==> src/i2cfh_pkg.sv <==
// Shared constants and types of the two-wire firmware handshake controller.
package i2cfh_pkg;
  // ***************************************************************
  // Timing
  // ***************************************************************
  localparam int CLK_KHZ = 200000;
  localparam int BUS_KHZ = 100;
  // One quarter of a bus bit period, rounded down.
  localparam int QTR_CYC = CLK_KHZ / (4 * BUS_KHZ);
  // ***************************************************************
  // Register map
  // ***************************************************************
  localparam logic [7:0] OFF_CTRL = 8'h00;
  localparam logic [7:0] OFF_DATA = 8'h04;
  localparam logic [7:0] TX_RST = 8'h00;
  // ***************************************************************
  // Types
  // ***************************************************************
  typedef struct packed {
    logic enable;
    logic stop_seen;
    logic arb_loss;
    logic first_byte;
    logic ack;
    logic role;
    logic xmit;
    logic proceed;
  } i2cfh_ctrl_t;
  localparam i2cfh_ctrl_t CTRL_RST = '0;
  typedef struct packed {
    logic scl;
    logic sda;
  } i2cfh_pin_t;
  typedef enum logic [2:0] {EV_SRX, EV_STOP, EV_STX, EV_MTX, EV_MRX, EV_ARB} i2cfh_ev_t;
  typedef enum logic [3:0] {
    ST_IDLE, ST_S_BIT, ST_S_ACK, ST_PUSH, ST_HOLD, ST_M_START, ST_M_BIT, ST_M_STOP, ST_M_ARB
  } i2cfh_st_t;
endpackage

==> src/i2cfh_top.sv <==
// Two-wire bus controller with firmware handshake per byte, reached over AHB-Lite.
`timescale 1ns/1ps
// Notes on behaviour
// RQ1: Interrupt rises only once every status bit has taken its new value.
// RQ2: Slave receive interrupts per byte; first byte after start sets first flag.
// RQ3: Firmware services data, then sets ack, direction and proceed.
// RQ4: Slave receive interrupts on stop and sets stop-seen flag.
// RQ5: After a not-acknowledged received byte the following stop is ignored.
// RQ6: Slave transmit interrupts per byte; ack bit shows master's acknowledge.
// RQ7: Firmware loads next byte, then sets direction and proceed.
// RQ8: Master transmit interrupts per byte; firmware sets direction, role, proceed.
// RQ9: Clearing role after master transmit sends stop and returns idle.
// RQ10: Master receive interrupts per byte; firmware reads data, sets ack, proceed.
// RQ11: Role cleared with proceed after master receive sends stop, goes idle.
// RQ12: Lost arbitration clears role, sets loss flag, interrupts at next stop.
// RQ13: Proceed is cleared by hardware before each byte or stop interrupt.
// RQ14: Firmware sets proceed after servicing data and other control bits.
// RQ15: Firmware writes control once with proceed, without polling it first.
// RQ16: While proceed is set the block is busy and may change registers.
// RQ17: Firmware reads status, services data, writes control to continue.
// RQ18: Interrupt is meant for the lowest-priority processor vector.
// RQ19: Start, repeated start, stop and acknowledge on the bus; MSB first.
module i2cfh_top #(
  parameter int DEPTH = 2,
  parameter int QTR = i2cfh_pkg::QTR_CYC
) (
  input wire logic clk,
  input wire logic resetn,
  input wire logic hsel,
  input wire logic [31:0] haddr,
  input wire logic [1:0] htrans,
  input wire logic hwrite,
  input wire logic [2:0] hsize,
  input wire logic hready,
  input wire logic [31:0] hwdata,
  output logic [31:0] hrdata,
  output logic hreadyout,
  output logic hresp,
  input wire i2cfh_pkg::i2cfh_pin_t pin_i,
  output i2cfh_pkg::i2cfh_pin_t pin_o,
  output i2cfh_pkg::i2cfh_pin_t pin_oe_n,
  output logic irq
);
  localparam int QW = (QTR > 1) ? $clog2(QTR) : 1;
  localparam int AW = (DEPTH > 1) ? $clog2(DEPTH) : 1;
  localparam logic [QW-1:0] QLAST = QW'(QTR - 1);
  localparam logic [AW:0] FULL = (AW + 1)'(DEPTH);
  if (DEPTH < 2 || (DEPTH & (DEPTH - 1)) != 0 || QTR < 2)
  begin : g_chk
    $error("DEPTH must be a power of two of at least 2 and QTR at least 2");
  end
  // ***************************************************************
  // Pin synchronisers
  // ***************************************************************
  i2cfh_pkg::i2cfh_pin_t s1_reg, s2_reg, s3_reg, filt_reg, prev_reg;
  logic scl_rise, scl_fall, start_det, stop_det, bus_busy_reg;
  always_ff @(posedge clk or negedge resetn)
  begin
    if (!resetn)
    begin
      s1_reg <= '1;
      s2_reg <= '1;
      s3_reg <= '1;
      filt_reg <= '1;
      prev_reg <= '1;
    end
    else
    begin
      s1_reg <= pin_i;
      s2_reg <= s1_reg;
      s3_reg <= s2_reg;
      if (s2_reg.scl == s3_reg.scl)
        filt_reg.scl <= s3_reg.scl;
      if (s2_reg.sda == s3_reg.sda)
        filt_reg.sda <= s3_reg.sda;
      prev_reg <= filt_reg;
    end
  end
  assign scl_rise = filt_reg.scl & ~prev_reg.scl;
  assign scl_fall = ~filt_reg.scl & prev_reg.scl;
  assign start_det = filt_reg.scl & prev_reg.scl & prev_reg.sda & ~filt_reg.sda; // RQ19
  assign stop_det = filt_reg.scl & prev_reg.scl & ~prev_reg.sda & filt_reg.sda; // RQ19
  always_ff @(posedge clk or negedge resetn)
  begin
    if (!resetn)
      bus_busy_reg <= 1'b0;
    else if (start_det)
      bus_busy_reg <= 1'b1;
    else if (stop_det)
      bus_busy_reg <= 1'b0;
  end
  // ***************************************************************
  // Receive buffer
  // ***************************************************************
  logic [7:0] mem_reg [DEPTH];
  logic [AW-1:0] wptr_reg, rptr_reg;
  logic [AW:0] cnt_reg;
  logic push, pop, in_ready, out_valid;
  logic [7:0] shreg_reg;
  i2cfh_pkg::i2cfh_st_t st_reg;
  logic dir_reg;
  assign in_ready = cnt_reg < FULL;
  assign out_valid = cnt_reg != '0;
  // The engine keeps the clock stretched while the buffer is full, so no word is lost.
  assign push = (st_reg == i2cfh_pkg::ST_PUSH) & ~dir_reg & in_ready;
  always_ff @(posedge clk or negedge resetn)
  begin
    if (!resetn)
    begin
      wptr_reg <= '0;
      rptr_reg <= '0;
      cnt_reg <= '0;
    end
    else
    begin
      if (push)
      begin
        mem_reg[wptr_reg] <= shreg_reg;
        wptr_reg <= wptr_reg + 1'b1;
      end
      if (pop)
        rptr_reg <= rptr_reg + 1'b1;
      if (push & ~pop)
        cnt_reg <= cnt_reg + 1'b1;
      else if (pop & ~push)
        cnt_reg <= cnt_reg - 1'b1;
    end
  end
  // ***************************************************************
  // Bus engine
  // ***************************************************************
  i2cfh_pkg::i2cfh_ctrl_t ctrl_reg;
  logic [7:0] tx_reg;
  i2cfh_pkg::i2cfh_ev_t ev_kind_reg;
  logic [3:0] bitcnt_reg;
  logic [1:0] phase_reg;
  logic [QW-1:0] qcnt_reg;
  logic scl_drv_reg, sda_drv_reg, mst_reg, sact_reg, no_stop_reg, first_pend_reg;
  logic ev_reg, first_out_reg, ack_smp_reg, arb_reg, irq_reg;
  logic qrun, qtick, is_slave, wl;
  assign qrun = (st_reg == i2cfh_pkg::ST_M_START || st_reg == i2cfh_pkg::ST_M_BIT || st_reg == i2cfh_pkg::ST_M_STOP)
    && !(st_reg == i2cfh_pkg::ST_M_BIT && phase_reg == 2'd2 && !filt_reg.scl);
  assign qtick = qrun && qcnt_reg == QLAST;
  assign is_slave = st_reg == i2cfh_pkg::ST_IDLE || st_reg == i2cfh_pkg::ST_S_BIT || st_reg == i2cfh_pkg::ST_S_ACK;
  // Wanted data line level of the current master bit.
  assign wl = (bitcnt_reg < 4'd8) ? (dir_reg ? shreg_reg[7] : 1'b1) : (dir_reg | ~ctrl_reg.ack);
  always_ff @(posedge clk or negedge resetn)
  begin
    if (!resetn)
      qcnt_reg <= '0;
    else if (!qrun || qtick)
      qcnt_reg <= '0;
    else
      qcnt_reg <= qcnt_reg + 1'b1;
  end
  always_ff @(posedge clk or negedge resetn)
  begin
    if (!resetn)
    begin
      st_reg <= i2cfh_pkg::ST_IDLE;
      shreg_reg <= 8'h00;
      bitcnt_reg <= 4'h0;
      phase_reg <= 2'h0;
      dir_reg <= 1'b0;
      scl_drv_reg <= 1'b0;
      sda_drv_reg <= 1'b0;
      mst_reg <= 1'b0;
      sact_reg <= 1'b0;
      no_stop_reg <= 1'b0;
      first_pend_reg <= 1'b0;
      ev_reg <= 1'b0;
      ev_kind_reg <= i2cfh_pkg::EV_SRX;
      first_out_reg <= 1'b0;
      ack_smp_reg <= 1'b0;
      arb_reg <= 1'b0;
    end
    else
    begin
      ev_reg <= 1'b0;
      arb_reg <= 1'b0;
      if (qtick)
        phase_reg <= phase_reg + 1'b1;
      case (st_reg)
        i2cfh_pkg::ST_IDLE:
        begin
          scl_drv_reg <= 1'b0;
          if (ctrl_reg.enable & ctrl_reg.role & ctrl_reg.proceed & ~ev_reg & ~bus_busy_reg)
          begin
            dir_reg <= ctrl_reg.xmit;
            shreg_reg <= tx_reg;
            mst_reg <= 1'b1;
            phase_reg <= 2'h0;
            st_reg <= i2cfh_pkg::ST_M_START;
          end
        end
        i2cfh_pkg::ST_S_BIT:
        begin
          if (scl_rise)
          begin
            bitcnt_reg <= bitcnt_reg + 1'b1;
            if (bitcnt_reg < 4'd8 && !dir_reg)
              shreg_reg <= {shreg_reg[6:0], filt_reg.sda}; // RQ19
            if (bitcnt_reg == 4'd8)
              ack_smp_reg <= ~filt_reg.sda; // RQ6
          end
          if (scl_fall && !dir_reg && bitcnt_reg == 4'd8)
            st_reg <= i2cfh_pkg::ST_PUSH; // RQ2
          else if (scl_fall && dir_reg)
          begin
            if (bitcnt_reg < 4'd8)
            begin
              shreg_reg <= {shreg_reg[6:0], 1'b0};
              sda_drv_reg <= ~shreg_reg[6]; // RQ19
            end
            else if (bitcnt_reg == 4'd8)
              sda_drv_reg <= 1'b0;
            else if (bitcnt_reg == 4'd9)
              st_reg <= i2cfh_pkg::ST_PUSH; // RQ6
          end
        end
        i2cfh_pkg::ST_S_ACK:
        begin
          if (scl_fall)
          begin
            sda_drv_reg <= 1'b0;
            bitcnt_reg <= 4'h0;
            dir_reg <= ctrl_reg.xmit;
            st_reg <= i2cfh_pkg::ST_S_BIT;
            if (!ctrl_reg.ack)
            begin
              no_stop_reg <= 1'b1; // RQ5
              st_reg <= i2cfh_pkg::ST_IDLE;
            end
            else if (ctrl_reg.xmit)
            begin
              shreg_reg <= tx_reg;
              sda_drv_reg <= ~tx_reg[7];
            end
          end
        end
        i2cfh_pkg::ST_PUSH:
        begin
          scl_drv_reg <= 1'b1;
          if (dir_reg || in_ready)
          begin
            ev_reg <= 1'b1; // RQ2 RQ6 RQ8 RQ10
            ev_kind_reg <= mst_reg ? (dir_reg ? i2cfh_pkg::EV_MTX : i2cfh_pkg::EV_MRX)
              : (dir_reg ? i2cfh_pkg::EV_STX : i2cfh_pkg::EV_SRX);
            first_out_reg <= first_pend_reg & ~mst_reg; // RQ2
            first_pend_reg <= 1'b0;
            st_reg <= i2cfh_pkg::ST_HOLD;
          end
        end
        i2cfh_pkg::ST_HOLD:
        begin
          // The proceed bit is cleared one edge after the event, so it is ignored while the event stands.
          if (ctrl_reg.proceed && !ev_reg)
          begin
            bitcnt_reg <= 4'h0;
            phase_reg <= 2'h0;
            if (mst_reg && !ctrl_reg.role)
              st_reg <= i2cfh_pkg::ST_M_STOP; // RQ9 RQ11
            else if (mst_reg)
            begin
              dir_reg <= ctrl_reg.xmit; // RQ8 RQ10
              shreg_reg <= tx_reg;
              st_reg <= i2cfh_pkg::ST_M_BIT;
            end
            else if (dir_reg && ctrl_reg.xmit)
            begin
              shreg_reg <= tx_reg;
              sda_drv_reg <= ~tx_reg[7];
              scl_drv_reg <= 1'b0;
              st_reg <= i2cfh_pkg::ST_S_BIT;
            end
            else if (dir_reg)
            begin
              scl_drv_reg <= 1'b0;
              st_reg <= i2cfh_pkg::ST_IDLE;
            end
            else
            begin
              sda_drv_reg <= ctrl_reg.ack;
              scl_drv_reg <= 1'b0;
              st_reg <= i2cfh_pkg::ST_S_ACK;
            end
          end
        end
        i2cfh_pkg::ST_M_START:
        begin
          sda_drv_reg <= 1'b1; // RQ19
          if (qtick && phase_reg == 2'd1)
          begin
            phase_reg <= 2'h0;
            bitcnt_reg <= 4'h0;
            st_reg <= i2cfh_pkg::ST_M_BIT;
          end
        end
        i2cfh_pkg::ST_M_BIT:
        begin
          if (phase_reg == 2'd0)
            scl_drv_reg <= 1'b1;
          if (phase_reg == 2'd1)
            sda_drv_reg <= ~wl; // RQ19
          if (phase_reg == 2'd2)
            scl_drv_reg <= 1'b0;
          if (qtick && phase_reg == 2'd3)
          begin
            bitcnt_reg <= bitcnt_reg + 1'b1;
            if (bitcnt_reg < 4'd8)
              shreg_reg <= {shreg_reg[6:0], filt_reg.sda};
            else
            begin
              ack_smp_reg <= ~filt_reg.sda;
              st_reg <= i2cfh_pkg::ST_PUSH;
            end
            if (dir_reg && bitcnt_reg < 4'd8 && wl && !filt_reg.sda)
            begin
              arb_reg <= 1'b1; // RQ12
              scl_drv_reg <= 1'b0;
              sda_drv_reg <= 1'b0;
              st_reg <= i2cfh_pkg::ST_M_ARB;
            end
          end
        end
        i2cfh_pkg::ST_M_STOP:
        begin
          scl_drv_reg <= phase_reg == 2'd0 || phase_reg == 2'd1; // RQ9 RQ11
          sda_drv_reg <= phase_reg != 2'd3;
          if (qtick && phase_reg == 2'd3)
          begin
            mst_reg <= 1'b0;
            st_reg <= i2cfh_pkg::ST_IDLE;
          end
        end
        i2cfh_pkg::ST_M_ARB:
        begin
          if (stop_det)
          begin
            ev_reg <= 1'b1; // RQ12
            ev_kind_reg <= i2cfh_pkg::EV_ARB;
            mst_reg <= 1'b0;
            st_reg <= i2cfh_pkg::ST_IDLE;
          end
        end
        default:
          st_reg <= i2cfh_pkg::ST_IDLE;
      endcase
      if (is_slave && stop_det && sact_reg)
      begin
        sact_reg <= 1'b0;
        sda_drv_reg <= 1'b0;
        st_reg <= i2cfh_pkg::ST_IDLE;
        if (!no_stop_reg)
        begin
          ev_reg <= 1'b1; // RQ4 RQ5
          ev_kind_reg <= i2cfh_pkg::EV_STOP;
        end
      end
      else if (is_slave && start_det && ctrl_reg.enable && !ctrl_reg.role)
      begin
        sact_reg <= 1'b1;
        no_stop_reg <= 1'b0;
        first_pend_reg <= 1'b1; // RQ2
        dir_reg <= 1'b0;
        bitcnt_reg <= 4'h0;
        sda_drv_reg <= 1'b0;
        st_reg <= i2cfh_pkg::ST_S_BIT;
      end
    end
  end
  assign pin_o = '0;
  assign pin_oe_n = '{scl: ~scl_drv_reg, sda: ~sda_drv_reg};
  // ***************************************************************
  // Registers and AHB-Lite slave
  // ***************************************************************
  logic ap, wr_pend_reg;
  logic [7:0] wr_addr_reg;
  logic [31:0] hrdata_reg;
  assign ap = hsel & hready & htrans[1];
  assign pop = ap & ~hwrite & (haddr[7:0] == i2cfh_pkg::OFF_DATA) & out_valid;
  always_ff @(posedge clk or negedge resetn)
  begin
    if (!resetn)
    begin
      wr_pend_reg <= 1'b0;
      wr_addr_reg <= 8'h00;
      hrdata_reg <= 32'h0000_0000;
    end
    else
    begin
      wr_pend_reg <= ap & hwrite;
      wr_addr_reg <= haddr[7:0];
      if (ap && !hwrite)
      begin
        if (haddr[7:0] == i2cfh_pkg::OFF_CTRL)
          hrdata_reg <= {22'h0, bus_busy_reg, out_valid, ctrl_reg}; // RQ16
        else if (haddr[7:0] == i2cfh_pkg::OFF_DATA && out_valid)
          hrdata_reg <= {24'h0, mem_reg[rptr_reg]};
        else
          hrdata_reg <= 32'h0000_0000;
      end
    end
  end
  always_ff @(posedge clk or negedge resetn)
  begin
    if (!resetn)
    begin
      ctrl_reg <= i2cfh_pkg::CTRL_RST;
      tx_reg <= i2cfh_pkg::TX_RST;
      irq_reg <= 1'b0;
    end
    else
    begin
      if (wr_pend_reg && wr_addr_reg == i2cfh_pkg::OFF_CTRL)
        ctrl_reg <= hwdata[7:0];
      if (wr_pend_reg && wr_addr_reg == i2cfh_pkg::OFF_DATA)
        tx_reg <= hwdata[7:0];
      // Hardware updates come last so an event beats a simultaneous software write.
      if (arb_reg)
      begin
        ctrl_reg.role <= 1'b0; // RQ12
        ctrl_reg.arb_loss <= 1'b1;
      end
      if (ev_reg)
      begin
        ctrl_reg.proceed <= 1'b0; // RQ13
        if (ev_kind_reg == i2cfh_pkg::EV_SRX && first_out_reg)
          ctrl_reg.first_byte <= 1'b1; // RQ2
        if (ev_kind_reg == i2cfh_pkg::EV_STOP)
          ctrl_reg.stop_seen <= 1'b1; // RQ4
        if (ev_kind_reg == i2cfh_pkg::EV_STX || ev_kind_reg == i2cfh_pkg::EV_MTX)
          ctrl_reg.ack <= ack_smp_reg; // RQ6
      end
      irq_reg <= ev_reg; // RQ1 RQ18
    end
  end
  assign irq = irq_reg;
  assign hrdata = hrdata_reg;
  assign hreadyout = 1'b1;
  assign hresp = 1'b0;
endmodule
==> config.mk <==
export PLATFORM = sky130hd
export DESIGN_NAME = i2cfh_top
export DESIGN_NICKNAME = d
export VERILOG_FILES = /design/src/i2cfh_pkg.sv /design/src/i2cfh_top.sv
export SDC_FILE = /design/constraint.sdc
export NUM_CORES = 1
export LEC_CHECK = 0
export BUFFER_PORTS_ARGS = -buffer_cell sky130_fd_sc_hd__buf_4
export CORE_MARGIN = 4
export CORE_UTILIZATION = 50
export CTS_CLUSTER_DIAMETER = 80
export DETAILED_ROUTE_END_ITERATION = 7
export PLACE_DENSITY_LB_ADDON = 0.08
export SLEW_MARGIN = 30
export SYNTH_ARGS = -nofsm -noshare
export SYNTH_HDL_FRONTEND = slang
export SYNTH_SLANG_ARGS = --single-unit
==> constraint.sdc <==
create_clock -name clk -period 2.15 [get_ports clk]
set_clock_uncertainty 0.05 [all_clocks]
set_input_delay 0.1075 -clock clk [delete_from_list [all_inputs] [get_ports clk]]
set_output_delay 0.1075 -clock clk [all_outputs]
set_load 0.02 [all_outputs]
==> run metrics <==
outcome=finished, violations left; failing checks=negative setup slack; CTS sink count=about 110; top cell type by total area after synthesis=dfrtp_1; master of the slowest instance on the critical path=or4_4; FF-to-FF setup slack=-50 ps; Cells after Synth=516; initial antenna violation count=0; Min Hold Slack=128 ps; CP cell instances=or4_4 -> a32o_2 -> nand4b_4 -> or4_4 -> a21oi_2; crit path DAT=roughly 2500 ps; die area=~13000 um2; Die X=112 um; Inserted Diodes=0; Crit. End Element=flop; fin worst setup slack=-45.3 ps; Largest register FFs=16; DP HPWL=10.3 mm; Syn Std Cell Area=between 5000 and 6000 um2; Worst Hold Class=input port to async pin; cts bufs inserted=9; router iterations before antenna repair=5; Seq/Total Area, Yosys=0.517; Syn-to-layout area delta=26.2%; R2R Path Start=st_reg[1]; CP max FO=6; input/output buffers=36; most common cell after layout, fill and taps aside=buf_4; top area cells in the synthesized netlist=dfrtp_1 38%, edfxtp_1 8.9%, dfstp_2 4.9%; worst-margin pin slew=around 830 ps; fin crit period=2200 ps; GPL Wtd Cong=0.923; P per Cell Area=between 1000 and 1500 nW/um2; DRC=0; post-route ant nets=0; Tcrit/Tclk final=1.02; max incr delay on CP=550 ps; worst vdd ir=roughly 560 uV; Worst-path clk slew=110 ps; Synth Register Bits=roughly 110; largest net degree at the start of global routing=around 70; TritonCTS clock tree=built; most frequent cells in the layout=113 x buf_4, 79 x dfrtp_1, 49 x nor2_1; DR vias=4355; Max Buffers Root-to-Sink=2; GRT Util Overall=0.222; Max Cap Violations=0; final net count=731; vias in the first global route=roughly 4400; most used cell, CP=or4_4; first-pass GRT wire length=22.4 mm; Core Footprint=around 10000 um2; Top FF cell, synth=dfrtp_1; WL/cell=17.4 um; Initial DRC Count=300; RSZ-0062 raised after global routing=true; crit path kind=flop to flop; root buffer cell=clkbuf_8; worst slack, placed=-59.5 ps; FMAX=456 MHz; Avg Vias per Cell=between 5 and 6; leakage power total=around 3 nW; starting density of the core=0.519; drt total wl=roughly 14 mm; Rel. slew slack=0.445; Post-synth EDFFs=16; Clock Latency Late Sink=370 ps; Setup-failing EPs final=9; Vert. Die Dim=~110 um; share of post-route cells with drive strength above 1=0.290; Worst Path Required=roughly 2400 ps; Synth Warn #=0; htree depth=3; CP Launch Type=flop; Unique masters post-synth=70; FFs w/ async S/R, synth=0.852; total negative slack=-203 ps; share of the synthesized area in the top cell type=0.380; syn avg cell area=about 10 um2; IO Count=115; Setup crit start=st_reg[1]; Final Hold Viols=0; Final Max Slew Viols=0; GRT overflow=0; FP Rows=37
[stage by stage]
stage               instances  instance area, um2  utilization  total power (W)
global placement          745                6290        0.604          0.00539
CTS                       783                6730        0.646          0.00679
detailed placement        745                6290        0.604          0.00543
global route              787                6820        0.655          0.00738
finish                    787                6820        0.655          0.00694
floorplan                 540                5500            -          0.00430
[kinds of logic (layout without fill, tap and decap cells)]
| family | after synthesis | count (layout) | share of synthesized area |
|---|---|---|---|
| xor gates and xnor gates | 13 | 13 | 0.0211 |
| muxes | 27 | 27 | 0.0546 |
| other | 2 | 26 | 0.00139 |
| adders and majority gates | 11 | 11 | 0.0245 |
| and+or+nand+nor | 176 | 176 | 0.169 |
| buffers and inverters | 58 | 169 | 0.0604 |
| AOI/OAI and AO/OA | 121 | 121 | 0.152 |
| DFF | 108 | 108 | 0.517 |
[area by class of cell]
class / count / area, um2
clock buffers: 9 / 124
clock inverters: 7 / 75.1
fillers: 856 / 3600
inverters: 14 / 52.6
multi-input cells: 374 / 2450
flip-flops and latches: 108 / 2800
well taps: 136 / 170
repair buffers: 139 / 1150
[critical path: cells and delay by family (launching register included)]
kind	cells	cell delay, ps
compound gates	2	420
flops	1	470
simple gates	3	1190
[per-layer routing]
metal  share of wire  vias up  track usage  wire length (um)
li1                -     2073            -                 -
met4           0.033        0       0.0833               457
met5               0        -            0                 0
met2            0.50      135        0.375              6780
met1            0.42     2110        0.282              5720
met3           0.053       37       0.0457               724
[cells in the mapped netlist (3+ instances only)]
master,number
a211oi_1,3
a21o_1,3
a21oi_1,25
a22o_1,14
a22oi_1,9
a311oi_1,3
a31oi_1,8
buf_2,3
buf_4,26
clkbuf_1,13
dfrtp_1,82
dfstp_2,10
edfxtp_1,16
ha_1,9
inv_1,14
mux2_2,19
mux2i_1,7
nand2_1,45
nand2b_1,12
nand3_1,14
nand3b_1,4
nand4_1,3
nor2_1,50
nor2b_1,6
nor3_1,12
nor4_1,4
nor4b_1,3
o21ai_0,28
o31ai_1,5
or3_1,3
or4_1,3
xnor2_1,8
xor2_1,5
[power breakdown]
part | internal, W | total (W) | switching, W | leakage, nW
combinational | 0.00145 | 0.00298 | 0.00153 | 1.58
sequential | 0.00240 | 0.00269 | 0.000293 | 1.31
clock | 0.000543 | 0.00127 | 0.000726 | 0.0935
total | 0.00440 | 0.00694 | 0.00255 | 2.99
[worst paths after layout]
kind | cells after the start | end
max in group asynchronous | 3 | phase_reg[0]
worst min register to register | 0 | s2_reg[0]
worst min-delay path | 2 | tx_reg[0]
worst max register to register | 5 | st_reg[2]
worst max-delay path | 5 | st_reg[2]
min in group clk | 5 | rptr_reg
[timing repair]
action,in CTS,in global routing
hold buffers,21,0
endpoints found under the setup margin,12,25
pin swaps,8,5
endpoints found under the hold margin,50,0
resized for setup,6,16
buffers inserted,1,4
(Power assumes the default switching activity.)
